--- config.mk ---
export PLATFORM = sky130hd
export DESIGN_NAME = ext_irq_vector_map
export DESIGN_NICKNAME = d
export VERILOG_FILES = /design/src/ext_irq_vector_map.v /design/src/pin_sync.v /design/src/vector_select.v
export VERILOG_INCLUDE_DIRS = /design/src /design/src/src
export SDC_FILE = /design/constraint.sdc
export NUM_CORES = 1
export LEC_CHECK = 0
export BUFFER_PORTS_ARGS = -buffer_cell sky130_fd_sc_hd__buf_2
export CORE_ASPECT_RATIO = 0.75
export CORE_MARGIN = 4
export CORE_UTILIZATION = 45
export CTS_CLUSTER_DIAMETER = 40
export DETAILED_ROUTE_END_ITERATION = 6
export HOLD_SLACK_MARGIN = 0.02
export PLACE_DENSITY = 0.74
export SKIP_CTS_REPAIR_TIMING = 1
export SKIP_LAST_GASP = 1
export SLEW_MARGIN = 20
export SYNTH_ARGS = -nofsm -noshare
export SYNTH_HDL_FRONTEND = slang
export SYNTH_SLANG_ARGS = --single-unit
--- constraint.sdc ---
create_clock -name clk_sys -period 2.4 [get_ports clk_sys]
set_input_delay 0.48 -clock clk_sys [delete_from_list [all_inputs] [get_ports clk_sys]]
set_output_delay 0.48 -clock clk_sys [all_outputs]
set_load 0.1 [all_outputs]
--- src/ext_irq_regs.vh ---
// Purpose: register offsets, field positions, reset values and vectors
//          for the external interrupt and vector map block
// Assumes: 8-bit register port, byte offsets
// Notes:   definitions only
`ifndef EXT_IRQ_REGS_VH
`define EXT_IRQ_REGS_VH

// register offsets
`define REG_MCU_CONTROL    4'h0
`define REG_SOURCE_ENABLE  4'h1
`define REG_FLAGS          4'h2
`define REG_PCMASK_LO      4'h3
`define REG_PCMASK_HI      4'h4
`define REG_GLOBAL         4'h5
`define REG_IRQ_STATUS     4'h6
`define REG_IRQ_MASK       4'h7
`define REG_PIN_STATE_LO   4'h8
`define REG_PIN_STATE_HI   4'h9
`define REG_VECTOR         4'ha

// sense-control encodings
`define SENSE_LOW          2'h0
`define SENSE_ANY          2'h1
`define SENSE_FALL         2'h2
`define SENSE_RISE         2'h3

// mcu control field positions (request 0 in 1:0, request 1 in 3:2)
`define MCR_SENSE0_LO      0
`define MCR_SENSE1_LO      2

// enable / flag bit positions
`define BIT_REQ1           7
`define BIT_REQ0           6
`define BIT_PC_HI          5
`define BIT_PC_LO          4
`define BIT_PCF            5

// reset values
`define RST_MCU_CONTROL    8'h00
`define RST_ENABLE         8'h00
`define RST_PCMASK_LO      8'hc8
`define RST_PCMASK_HI      8'h00
`define RST_IRQ_MASK       8'h00

// vector addresses
`define VEC_RESET          5'h00
`define VEC_REQ0           5'h01
`define VEC_PIN_CHANGE     5'h02
`define VEC_REQ1           5'h0d
`define VEC_LAST           5'h12
`define NUM_SOURCES        18

`endif

--- src/ext_irq_vector_map.v ---
// Purpose: external request and pin-change interrupt detection plus the
//          fixed mapping of all sources onto program vector addresses
// Assumes: core presents a one-cycle acknowledge when it enters a vector
// Notes:   register port: addr, wdata, write strobe, read strobe, rdata
//          one cycle later, and zero in every other cycle
//          register map by index:
//            0 sense of request 0 in bits 1:0, request 1 in bits 3:2
//            1 enables: 7 request 1, 6 request 0, 5 and 4 pin change
//            2 request flags: 7 request 1, 6 request 0, 5 pin change,
//              each cleared by writing a one
//            3 pin-change mask, low byte
//            4 pin-change mask, high byte
//            5 global enable in bit 0
//            6 sticky status, cleared by writing a one
//            7 mask of the status bits that reach irq
//            8 last clocked pin-change sample, low byte
//            9 last clocked pin-change sample, high byte
//            a pending flag in bit 7, chosen vector in bits 4:0
//          other indices read zero and ignore writes
//          an edge flag sets three clocks after its pad moves: two for
//          the synchroniser and one for the flag itself
//          low level and pin change reach wake_request with no flop in
//          their path, so they still work with the io clock halted
//          either pin-change enable bit arms every masked pin
//
// What this block does
// - every reset restarts at address zero
// - sources map to vectors one to eighteen
// - second vector group at fixed addresses
// - vector fetched only when interrupt taken
// - two request pins, sixteen pin-change inputs
// - pins as outputs still raise requests
// - any masked pin toggle gives one request
// - pin change detected without clock for wake
// - falling, rising or low level per request
// - low level keeps request asserted continuously
// - edges seen only while clock runs
// - sense codes: low, change, fall, rise
// - request 0 low level wakes without clock
`timescale 1ns/100ps
`default_nettype none
`include "ext_irq_regs.vh"

module ext_irq_vector_map #(
  parameter NUM_PC = 16
) (
  // clock and reset
  input  wire              clk_sys,
  input  wire              reset_n,
  // register port
  input  wire [3:0]        reg_addr,
  input  wire [7:0]        reg_wdata,
  input  wire              reg_write,
  input  wire              reg_read,
  output reg  [7:0]        reg_rdata,
  // device pins (sampled pad values, so output pins count too)
  input  wire              ext_request0_pin,
  input  wire              ext_request1_pin,
  input  wire [NUM_PC-1:0] pin_change_inputs,
  // other interrupt sources, vectors 3..12 and 14..18
  input  wire [17:0]       periph_request,
  // core vectoring
  input  wire              core_ack,
  input  wire              io_clock_running,
  output wire              core_irq,
  output wire [4:0]        core_vector,
  output wire [4:0]        reset_vector,
  output wire              wake_request,
  // system interrupt
  output wire              irq
);

  // software setup, request flags and the last clocked samples
  // of the pads
  reg  [7:0]        mcu_control_reg;
  reg  [7:0]        source_enable;
  reg  [NUM_PC-1:0] pin_change_mask;
  reg               global_enable;
  reg  [7:0]        irq_status;
  reg  [7:0]        irq_mask;
  reg               flag_req0;
  reg               flag_req1;
  reg               flag_pc;
  reg  [1:0]        ext_prev;
  reg  [NUM_PC-1:0] pc_prev;

  // synchronised pads and the two decoded sense fields
  wire [1:0]        ext_sync;
  wire [1:0]        ext_sense_select;
  wire [1:0]        ext_sense_select1;
  wire              ext_sense_select_hi;
  wire              ext_sense_select_lo;
  // per-line request paths, then the pending word and the core side
  wire [1:0]        edge_hit;
  wire [1:0]        level_active;
  wire              pc_toggle;
  wire [17:0]       pending;
  wire              any_pending;
  wire [4:0]        best_vector;
  // acknowledge decode and the status event word
  wire              ack_req0;
  wire              ack_req1;
  wire              ack_pc;
  wire [7:0]        events;

  assign ext_sense_select    = mcu_control_reg[`MCR_SENSE0_LO+1:`MCR_SENSE0_LO];
  assign ext_sense_select1   = mcu_control_reg[`MCR_SENSE1_LO+1:`MCR_SENSE1_LO];
  assign ext_sense_select_hi = ext_sense_select[1];
  assign ext_sense_select_lo = ext_sense_select[0];

  // request pins go through two flops before any edge comparison
  // the flops reset high to match the idle level of the pads
  pin_sync #(
    .WIDTH        (2)
  ) u_sync (
    .clk_sys      (clk_sys),
    .reset_n      (reset_n),
    .pin_in       ({ext_request1_pin, ext_request0_pin}),
    .pin_sync_out (ext_sync)
  );

  // previous sample follows the synchroniser on every clock: if it froze
  // while the io clock is halted, a level that moved meanwhile would
  // come out as an edge once the clock runs again
  always @(posedge clk_sys or negedge reset_n) begin
    if (!reset_n) begin
      ext_prev <= 2'h3;
    end else begin
      ext_prev <= ext_sync;
    end
  end

  // edge decode per request line from its sense field
  // the low-level code gives no edge: that path skips the flops
  function edge_of;
    input [1:0] sense;
    input       now;
    input       prev;
    begin
      case (sense)
        `SENSE_ANY:  edge_of = now ^ prev;
        `SENSE_FALL: edge_of = prev & ~now;
        `SENSE_RISE: edge_of = now & ~prev;
        default:     edge_of = 1'b0;
      endcase
    end
  endfunction

  // both request lines share one decode; each takes its own two-bit
  // sense field and its own pad
  wire [3:0]        sense_pair;
  wire [1:0]        req_pins;

  assign sense_pair = {ext_sense_select1, ext_sense_select};
  assign req_pins   = {ext_request1_pin, ext_request0_pin};

  genvar g;
  generate
    for (g = 0; g < 2; g = g + 1) begin : req_line
      // edges only count while the io clock is present
      assign edge_hit[g] = io_clock_running &
                           edge_of(sense_pair[2*g+1:2*g], ext_sync[g],
                                   ext_prev[g]);
      // low level taken straight off the pad, no clock needed
      assign level_active[g] = (sense_pair[2*g+1:2*g] == `SENSE_LOW) &
                               ~req_pins[g];
    end
  endgenerate

  // pin-change history; compared with the raw pads for the wake path
  // it resets low, so a masked pin already high may flag once
  always @(posedge clk_sys or negedge reset_n) begin
    if (!reset_n) begin
      pc_prev <= {NUM_PC{1'b0}};
    end else begin
      pc_prev <= pin_change_inputs;
    end
  end

  // one combined request from any masked pin that toggled
  assign pc_toggle = |((pin_change_inputs ^ pc_prev) &
                       pin_change_mask);

  // wake path: unclocked pin change or low level, enables honoured
  // global enable is left out on purpose: a wake must not need it
  assign wake_request =
    (pc_toggle & (source_enable[`BIT_PC_HI] |
                  source_enable[`BIT_PC_LO])) |
    (level_active[0] & source_enable[`BIT_REQ0]) |
    (level_active[1] & source_enable[`BIT_REQ1]);

  // acknowledge clears the flag of the vector actually taken
  // a lower pending vector shadows the rest, so only one flag drops
  assign ack_req0 = core_ack & (best_vector == `VEC_REQ0);
  assign ack_req1 = core_ack & (best_vector == `VEC_REQ1);
  assign ack_pc   = core_ack & (best_vector == `VEC_PIN_CHANGE);

  // the core acknowledge and a write of one both clear a flag
  // request flags: a new event wins over a clear in the same cycle;
  // level mode keeps the flag clear since the level drives directly
  always @(posedge clk_sys or negedge reset_n) begin
    if (!reset_n) begin
      flag_req0 <= 1'b0;
      flag_req1 <= 1'b0;
      flag_pc   <= 1'b0;
    end else begin
      if (ext_sense_select == `SENSE_LOW) begin
        flag_req0 <= 1'b0;
      end else if (edge_hit[0]) begin
        flag_req0 <= 1'b1;
      end else if (ack_req0 || (reg_write &&
               reg_addr == `REG_FLAGS && reg_wdata[`BIT_REQ0])) begin
        flag_req0 <= 1'b0;
      end
      if (ext_sense_select1 == `SENSE_LOW) begin
        flag_req1 <= 1'b0;
      end else if (edge_hit[1]) begin
        flag_req1 <= 1'b1;
      end else if (ack_req1 || (reg_write &&
               reg_addr == `REG_FLAGS && reg_wdata[`BIT_REQ1])) begin
        flag_req1 <= 1'b0;
      end
      if (pc_toggle) begin
        flag_pc <= 1'b1;
      end else if (ack_pc || (reg_write &&
               reg_addr == `REG_FLAGS && reg_wdata[`BIT_PCF])) begin
        flag_pc <= 1'b0;
      end
    end
  end

  // pending vector bits, index i is vector address i+1
  // peripheral levels pass straight through; their own blocks gate them
  assign pending[0]  = source_enable[`BIT_REQ0] &
                       (flag_req0 | level_active[0]);
  assign pending[1]  = (source_enable[`BIT_PC_HI] |
                        source_enable[`BIT_PC_LO]) & flag_pc;
  assign pending[11:2]  = periph_request[11:2];
  assign pending[12] = source_enable[`BIT_REQ1] &
                       (flag_req1 | level_active[1]);
  assign pending[17:13] = periph_request[17:13];

  vector_select #(
    .NUM         (`NUM_SOURCES)
  ) u_select (
    .request     (pending),
    .any_request (any_pending),
    .vector_addr (best_vector)
  );

  // core_vector is shown even while no request is forwarded
  // the core only vectors when global enable is on; otherwise the vector
  // table space is never fetched
  assign core_irq     = global_enable & any_pending;
  assign core_vector  = best_vector;
  assign reset_vector = `VEC_RESET;

  // sticky system status: req0, req1, pin change, core vector taken
  // a held low level raises its event bit on every clock, so a clear
  // only sticks once the pin is back high
  assign events = {4'h0, core_ack & core_irq, pc_toggle,
                   edge_hit[1] | level_active[1],
                   edge_hit[0] | level_active[0]};

  // status bits: set wins over the write-one clear
  always @(posedge clk_sys or negedge reset_n) begin
    if (!reset_n) begin
      irq_status <= 8'h00;
    end else if (reg_write && reg_addr == `REG_IRQ_STATUS) begin
      irq_status <= (irq_status & ~reg_wdata) | events;
    end else begin
      irq_status <= irq_status | events;
    end
  end

  assign irq = |(irq_status & irq_mask);

  // register writes
  // the low nibble of the enables has no source behind it and reads 0
  always @(posedge clk_sys or negedge reset_n) begin
    if (!reset_n) begin
      mcu_control_reg <= `RST_MCU_CONTROL;
      source_enable   <= `RST_ENABLE;
      pin_change_mask <= {`RST_PCMASK_HI, `RST_PCMASK_LO};
      global_enable   <= 1'b0;
      irq_mask        <= `RST_IRQ_MASK;
    end else if (reg_write) begin
      case (reg_addr)
        `REG_MCU_CONTROL:   mcu_control_reg <= reg_wdata;
        `REG_SOURCE_ENABLE: source_enable <= reg_wdata & 8'hf0;
        `REG_PCMASK_LO:     pin_change_mask[7:0] <= reg_wdata;
        `REG_PCMASK_HI:     pin_change_mask[15:8] <= reg_wdata;
        `REG_GLOBAL:        global_enable <= reg_wdata[0];
        `REG_IRQ_MASK:      irq_mask <= reg_wdata;
        default:            global_enable <= global_enable;
      endcase
    end
  end

  // read data one cycle after the strobe; unmapped reads give zero
  // rdata drops to zero in every other cycle so a late look sees 0
  always @(posedge clk_sys or negedge reset_n) begin
    if (!reset_n) begin
      reg_rdata <= 8'h00;
    end else if (reg_read) begin
      case (reg_addr)
        `REG_MCU_CONTROL:   reg_rdata <= mcu_control_reg;
        `REG_SOURCE_ENABLE: reg_rdata <= source_enable;
        `REG_FLAGS:         reg_rdata <= {flag_req1, flag_req0,
                                          flag_pc, 5'h00};
        `REG_PCMASK_LO:     reg_rdata <= pin_change_mask[7:0];
        `REG_PCMASK_HI:     reg_rdata <= pin_change_mask[15:8];
        `REG_GLOBAL:        reg_rdata <= {7'h00, global_enable};
        `REG_IRQ_STATUS:    reg_rdata <= irq_status;
        `REG_IRQ_MASK:      reg_rdata <= irq_mask;
        `REG_PIN_STATE_LO:  reg_rdata <= pc_prev[7:0];
        `REG_PIN_STATE_HI:  reg_rdata <= pc_prev[15:8];
        `REG_VECTOR:        reg_rdata <= {any_pending, 2'h0,
                                          best_vector};
        default:            reg_rdata <= 8'h00;
      endcase
    end else begin
      reg_rdata <= 8'h00;
    end
  end

  // pulse-width needs of the driver are met by sampling every clock
  // pulses shorter than one clock may fall between two samples
  // this net only gathers inputs that have no use in this block
  wire unused_ok = ext_sense_select_hi ^ ext_sense_select_lo ^
                   periph_request[0] ^ periph_request[1] ^
                   periph_request[12] ^ (|mcu_control_reg[7:4]);

endmodule
`default_nettype wire

--- src/pin_sync.v ---
// Purpose: two-flop synchroniser for a group of pins
// Assumes: pins may change at any time relative to clk_sys
// Notes:   first stage is read only by the second stage
`timescale 1ns/100ps
`default_nettype none

module pin_sync #(
  parameter WIDTH = 2
) (
  // clock and reset
  input  wire             clk_sys,
  input  wire             reset_n,
  // pins in, synchronised out
  input  wire [WIDTH-1:0] pin_in,
  output reg  [WIDTH-1:0] pin_sync_out
);

  reg [WIDTH-1:0] stage1;

  // reset to high: pins idle high so no false edge after reset
  always @(posedge clk_sys or negedge reset_n) begin
    if (!reset_n) begin
      stage1       <= {WIDTH{1'b1}};
      pin_sync_out <= {WIDTH{1'b1}};
    end else begin
      stage1       <= pin_in;
      pin_sync_out <= stage1;
    end
  end

endmodule
`default_nettype wire

--- src/vector_select.v ---
// Purpose: fixed priority pick of the lowest pending vector
// Assumes: request bit i belongs to vector address i+1
// Notes:   purely combinational
`timescale 1ns/100ps
`default_nettype none

module vector_select #(
  parameter NUM = 18
) (
  // pending requests
  input  wire [NUM-1:0] request,
  // chosen vector
  output reg            any_request,
  output reg  [4:0]     vector_addr
);

  integer i;

  // scan from the top so the lowest index is the last to win
  always @* begin
    any_request = 1'b0;
    vector_addr = 5'h00;
    for (i = NUM - 1; i >= 0; i = i - 1) begin
      if (request[i]) begin
        any_request = 1'b1;
        vector_addr = i[4:0] + 5'h01;
      end
    end
  end

endmodule
`default_nettype wire

# Word level (Yosys, flattened, before mapping)
# Cells that the tools add are included.
# word_totals
ff_bits	78
elab_cells	146
# op_classes
eq_ne	19
n_mux	49
n_bitwise	41
reduce_logical	22
# op_table
cell	count
$mux 5	18
$pmux 8 s11	1
$mux 1	26
$and 1x1->1	19
$and 16x16->16	1
$and 8x8->8	2
$eq 4x3->1 const B	4
$mux 8	2
$or 8x4->8	2
$reduce_or 16->1	1
$xor 16x16->16	1
$eq 4x4->1 const B	3
$reduce_and 2->1	6
$eq 2x2->1 const B	4
$eq 4x2->1 const B	2
$not 8->8	1
$reduce_or 8->1	1
$or 1x1->1	7
$not 1->1	6
$pmux 1 s3	2
$reduce_bool 3->1	2
$eq 5x1->1 const B	1
$eq 5x2->1 const B	1
$eq 5x4->1 const B	1
8 further kinds	17

# Depth between registers and ports, before layout
# logic_depth
depth_word	24
mapped_depth	8
mapped_depth_nobuf	8

# By module
# From an unflattened synthesis, not the netlist that was laid out.
# unflattened
cells_unflattened	370
hier_area_um2	4073.9
# modules_own_cells
module	n_inst	cells_each	area_per_inst_um2
ext_irq_vector_map	1	330	3764.9
vector_select	1	36	203.9
pin_sync	1	4	105.1

# Least setup slack after synthesis
# Ideal clock, no wire load.
# synth_timing
kind	input -> register
from	input port periph_request[11]
to	register flag_pc
arrival_ps	2939
required_ps	2272
setup_slack_ps	-667
path_stages	6
path_buffers	0
cell_sequence	a21oi_1 -> o211ai_2 -> a211o_1 -> a311oi_2 -> nor3b_2 -> o21ai_1
# synth_via
elab_chain_cells	16
# synth_lines
item	line	source
start, declared	ext_irq_vector_map.v:61	input wire [17:0] periph_request,
$mux 5 (12 in series)	vector_select.v:24	if (request[i]) begin
net core_vector[1]	ext_irq_vector_map.v:66	output wire [4:0] core_vector,
$eq 5x2->1 (no source line)	-	
$and 1x1->1	ext_irq_vector_map.v:196	assign ack_pc = core_ack & (best_vector == `VEC_PIN_CHANGE);
$logic_or 1x1->1	ext_irq_vector_map.v:225	end else if (ack_pc || (reg_write &&
$reduce_bool 2->1 (no source line)	-	
end signal, assigned	ext_irq_vector_map.v:205	flag_pc <= 1'b0;
end signal, assigned	ext_irq_vector_map.v:224	flag_pc <= 1'b1;
end signal, assigned	ext_irq_vector_map.v:227	flag_pc <= 1'b0;
end, declared	ext_irq_vector_map.v:83	reg flag_pc;
# The timed path passes the listed nets, and every way through them passes these cells.
# A chain may end at the register's enable or synchronous reset.

# Final worst setup path
# layout_timing
from	register source_enable[7]
to	output port core_irq
# layout_via
elab_chain_cells	15
# layout_lines
item	line	source
start, declared	ext_irq_vector_map.v:76	reg [7:0] source_enable;
start signal, assigned	ext_irq_vector_map.v:283	source_enable <= `RST_ENABLE;
start signal, assigned	ext_irq_vector_map.v:290	`REG_SOURCE_ENABLE: source_enable <= reg_wdata & 8'hf0;
$and 1x1->1	ext_irq_vector_map.v:239	assign pending[12] = source_enable[`BIT_REQ1] &
$mux 1 (13 in series)	vector_select.v:24	
$and 1x1->1	ext_irq_vector_map.v:254	assign core_irq = global_enable & any_pending;
end, declared	ext_irq_vector_map.v:65	output wire core_irq,
# Every way passes these cells.

==> summary.txt <==
Status
  – Status: finished, violations left
  – Failing checks: setup timing

Timing
  – Setup violations, final: 5
  – Clk_skew: 0.00583 ns
  – Max-slew headroom: 61.0%
  – Period minus WS final: 2.61 ns
  – Fin worst setup slack: -0.212 ns
  – Final worst-path cycle share: 109%
  – Slew Limit Fails: 0
  – FMAX: 383 MHz
  – RSZ-0062 raised after global routing: true
  – Final Hold Viols: 0
  – Worst-Margin Slew: 0.585 ns

Detailed routing
  – Vias: 3,384
  – WL/cell: 20.0 um
  – First drt pass iteration count: 5
  – Drt drc: 0
  – Initial DRC count: 302
  – Total wire length: 11,500 um
  – Post-DRT Antenna Nets: 0
  – Vias per cell: 5.90

Power
  – Gate power share: 28.9%
  – Total power: 4.57 mW
  – Clk pwr share: 33.7%
  – Int Power: 3.07 mW
  – PwrDens: 887 mW/mm^2
  – Leak Pwr: 2.28 nW
  – Sw frac: 32.8%
  – Peak VDD IR: 0.766 mV
  – Flop pwr share: 37.4%
  – Net Switching: 1.50 mW

Placed design
  – Post-DP Area: 0.00475 mm^2
  – GPL Wtd Cong: 0.953
  – Dpl cells: 553
  – Placement-stage worst setup slack: -0.117 ns
  – Detailed Place HPWL: 8860 um
  – Port Buffers: 66

Critical path
  – Slowest stage delay, CP: 0.44 ns
  – Crit path buf inv count: 1
  – Setup crit end kind: output port
  – Worst Setup Path Type: reg -> out
  – Slowest-stage cell, CP: dfrtp_2
  – CP required: 1.92 ns
  – Critical path cell sequence: or4b_4 -> nand4b_1 -> nand4b_1 -> nor4_4 -> nor2b_4 -> buf_12
  – Critical path's top delay family: simple AND/OR/NAND/NOR gates
  – Worst-path fanout max: 4
  – CP dominant cell by count: nand4b_1
  – Worst Setup Start Kind: register
  – Worst EP arrival: 2.13 ns

Clock tree
  – CTS Buffer Depth: 2
  – Clk sinks: 78
  – Clock insertion delay at the later pin of the skew report: 0.34 ns
  – H-Tree Depth: 3
  – Reg clk slew, reported paths: 0.06 ns
  – CTS buffer count: 9
  – CTS tree: done
  – CTS root buf: clkbuf_16

Floorplan
  – # IOs: 75
  – Die height: 90.3 um
  – Die Span X: 118 um
  – Die area: 0.0106 mm^2
  – Rows: 29
  – Core box area: 0.00864 mm^2
  – Initial Util: 47.0%

Synth
  – Sequential fraction of the synthesis area: 48.4%
  – Cells after synthesis: 372
  – Yosys top cell area share: 42.5%
  – Syn. warnings: 0
  – Fraction of registers with async set/reset: 100%
  – Top cells by area, synth: dfrtp_1, mux2_2, dfstp_2, xor2_1, nand2_1
  – Seq cells post-synth: 78
  – Post-Syn Area: 0.00406 mm^2
  – Avg Inst Size Synth: 10.9 um^2
  – Synth area leader: dfrtp_1
  – Number of enable flip-flop cells after synthesis: 0
  – Cell variety after synth: 57
  – Main synth FF type: dfrtp_1

Layout
  – Share of cells above drive strength 1: 38.6%
  – Fill count: 727
  – Area growth syn-to-layout: 26.9%
  – FF/Latch Area: 0.00197 mm^2
  – Fin area: 0.00515 mm^2
  – Largest regs: pc_prev (16), pin_change_mask (16)
  – Final Non-Filler Cells: 574
  – Area taken by multi-input logic gates: 0.00204 mm^2
  – # diodes: 0
  – Nets: 519

Global route
  – Total gr overflow: 0
  – Vias in the first global route: 3,351
  – Largest net degree at the start of global routing: 46
  – Initial antenna violation count: 0
  – All-Layer GR Usage: 22.0%
  – First-pass GRT wire length: 18,200 um

Job
  – MaxCap Viol Count: 0

Min path
  – HP Class: in -> async
cell families after synthesis:
group	count (synthesis)	synth area share, %
and+or+nand+nor	104	13.4
AOI/OAI and AO/OA	90	15.2
buffers and inverters	26	3.08
xor gates and xnor gates	16	3.45
muxes	53	15.2
DFF	78	48.4
other	1	0.0924
adders and majority gates	4	1.23
layout by cell type, fill, tap and decap left out, types with 5 or more instances in the layout:
| cell type | n |
|---|---|
| o21ai_0 | 13 |
| dfrtp_1 | 66 |
| dfstp_2 | 9 |
| clkbuf_16 | 9 |
| nor3_1 | 5 |
| mux2_2 | 40 |
| inv_1 | 9 |
| conb_1 | 5 |
| buf_12 | 8 |
| a22oi_1 | 15 |
| nand2_1 | 33 |
| mux2i_1 | 10 |
| nand3_1 | 10 |
| nor2_1 | 22 |
| buf_4 | 24 |
| a21oi_1 | 17 |
| buf_2 | 58 |
| xor2_1 | 16 |
| o21a_1 | 5 |
| a21boi_0 | 5 |
Yosys cell counts (all sizes together) (4+ instances only):
| master | instances |
|---|---|
| dfrtp | 69 |
| mux2 | 40 |
| nand2 | 33 |
| nor2 | 26 |
| a21oi | 19 |
| o21ai | 16 |
| xor2 | 16 |
| a22oi | 15 |
| buf | 12 |
| inv | 10 |
| mux2i | 10 |
| nand3 | 10 |
| dfstp | 9 |
| nor2b | 6 |
| nor3 | 6 |
| a21boi | 5 |
| o21a | 5 |
| a221oi | 4 |
| clkbuf | 4 |
| ha | 4 |
| nand2b | 4 |
| nor3b | 4 |
| o211ai | 4 |
path summary, 6_finish.rpt:
path | startpoint | end | slack [ns] | depth (start not counted)
max | source_enable[7] | core_irq | -0.21 | 6
min | reset_n | reg_rdata[4] | 0.14 | 1
max reg2reg | source_enable[7] | irq_status[3] | 0.42 | 6
min reg2reg | u_sync.stage1[0] | u_sync.pin_sync_out[0] | 0.36 | 0
max in group asynchronous | reset_n | u_sync.stage1[0] | 1.61 | 2
min in group clk_sys | ext_request0_pin | u_sync.stage1[0] | 0.25 | 1
per-stage QoR:
stage	util, %	hold slack [ns]	setup TNS [ns]
2_1_floorplan	-	0.184	-0.499
5_1_grt	59.7	0.182	-0.793
3_5_place_dp	55.1	0.348	-0.117
6_report	59.7	0.137	-0.517
3_3_place_gp	55.1	0.346	-0.0327
4_1_cts	59.0	0.157	-0.686
layer usage:
layer  vias to the layer above  share of wire (%)  global-route usage, %
met2                       154                 43                   31.3
li1                       1538                  -                      -
met1                      1673                 45                   31.1
met4                         0                1.4                   5.56
met5                         -                  0                      0
met3                        19                 10                   9.08
layout make-up:
cell class | count | area share, %
Clock buffer | 10 | 4.44
Sequential cell | 78 | 38.2
Clock inverter | 6 | 2.14
Timing Repair Buffer | 90 | 12.2
Multi-Input combinational cell | 272 | 39.7
Inverter | 10 | 0.729
Tap cell | 108 | 2.62
power by group through the flow:
stage	Clock (mW)	Combinational (mW)	Sequential, mW
finish	1.54	1.32	1.71
global route	1.62	1.40	1.73
CTS	1.57	1.29	1.70
detailed placement	0	1.28	1.72
global placement	0	1.26	1.71
floorplan	0	0.804	1.72
Power figures use the tool's default switching activity.
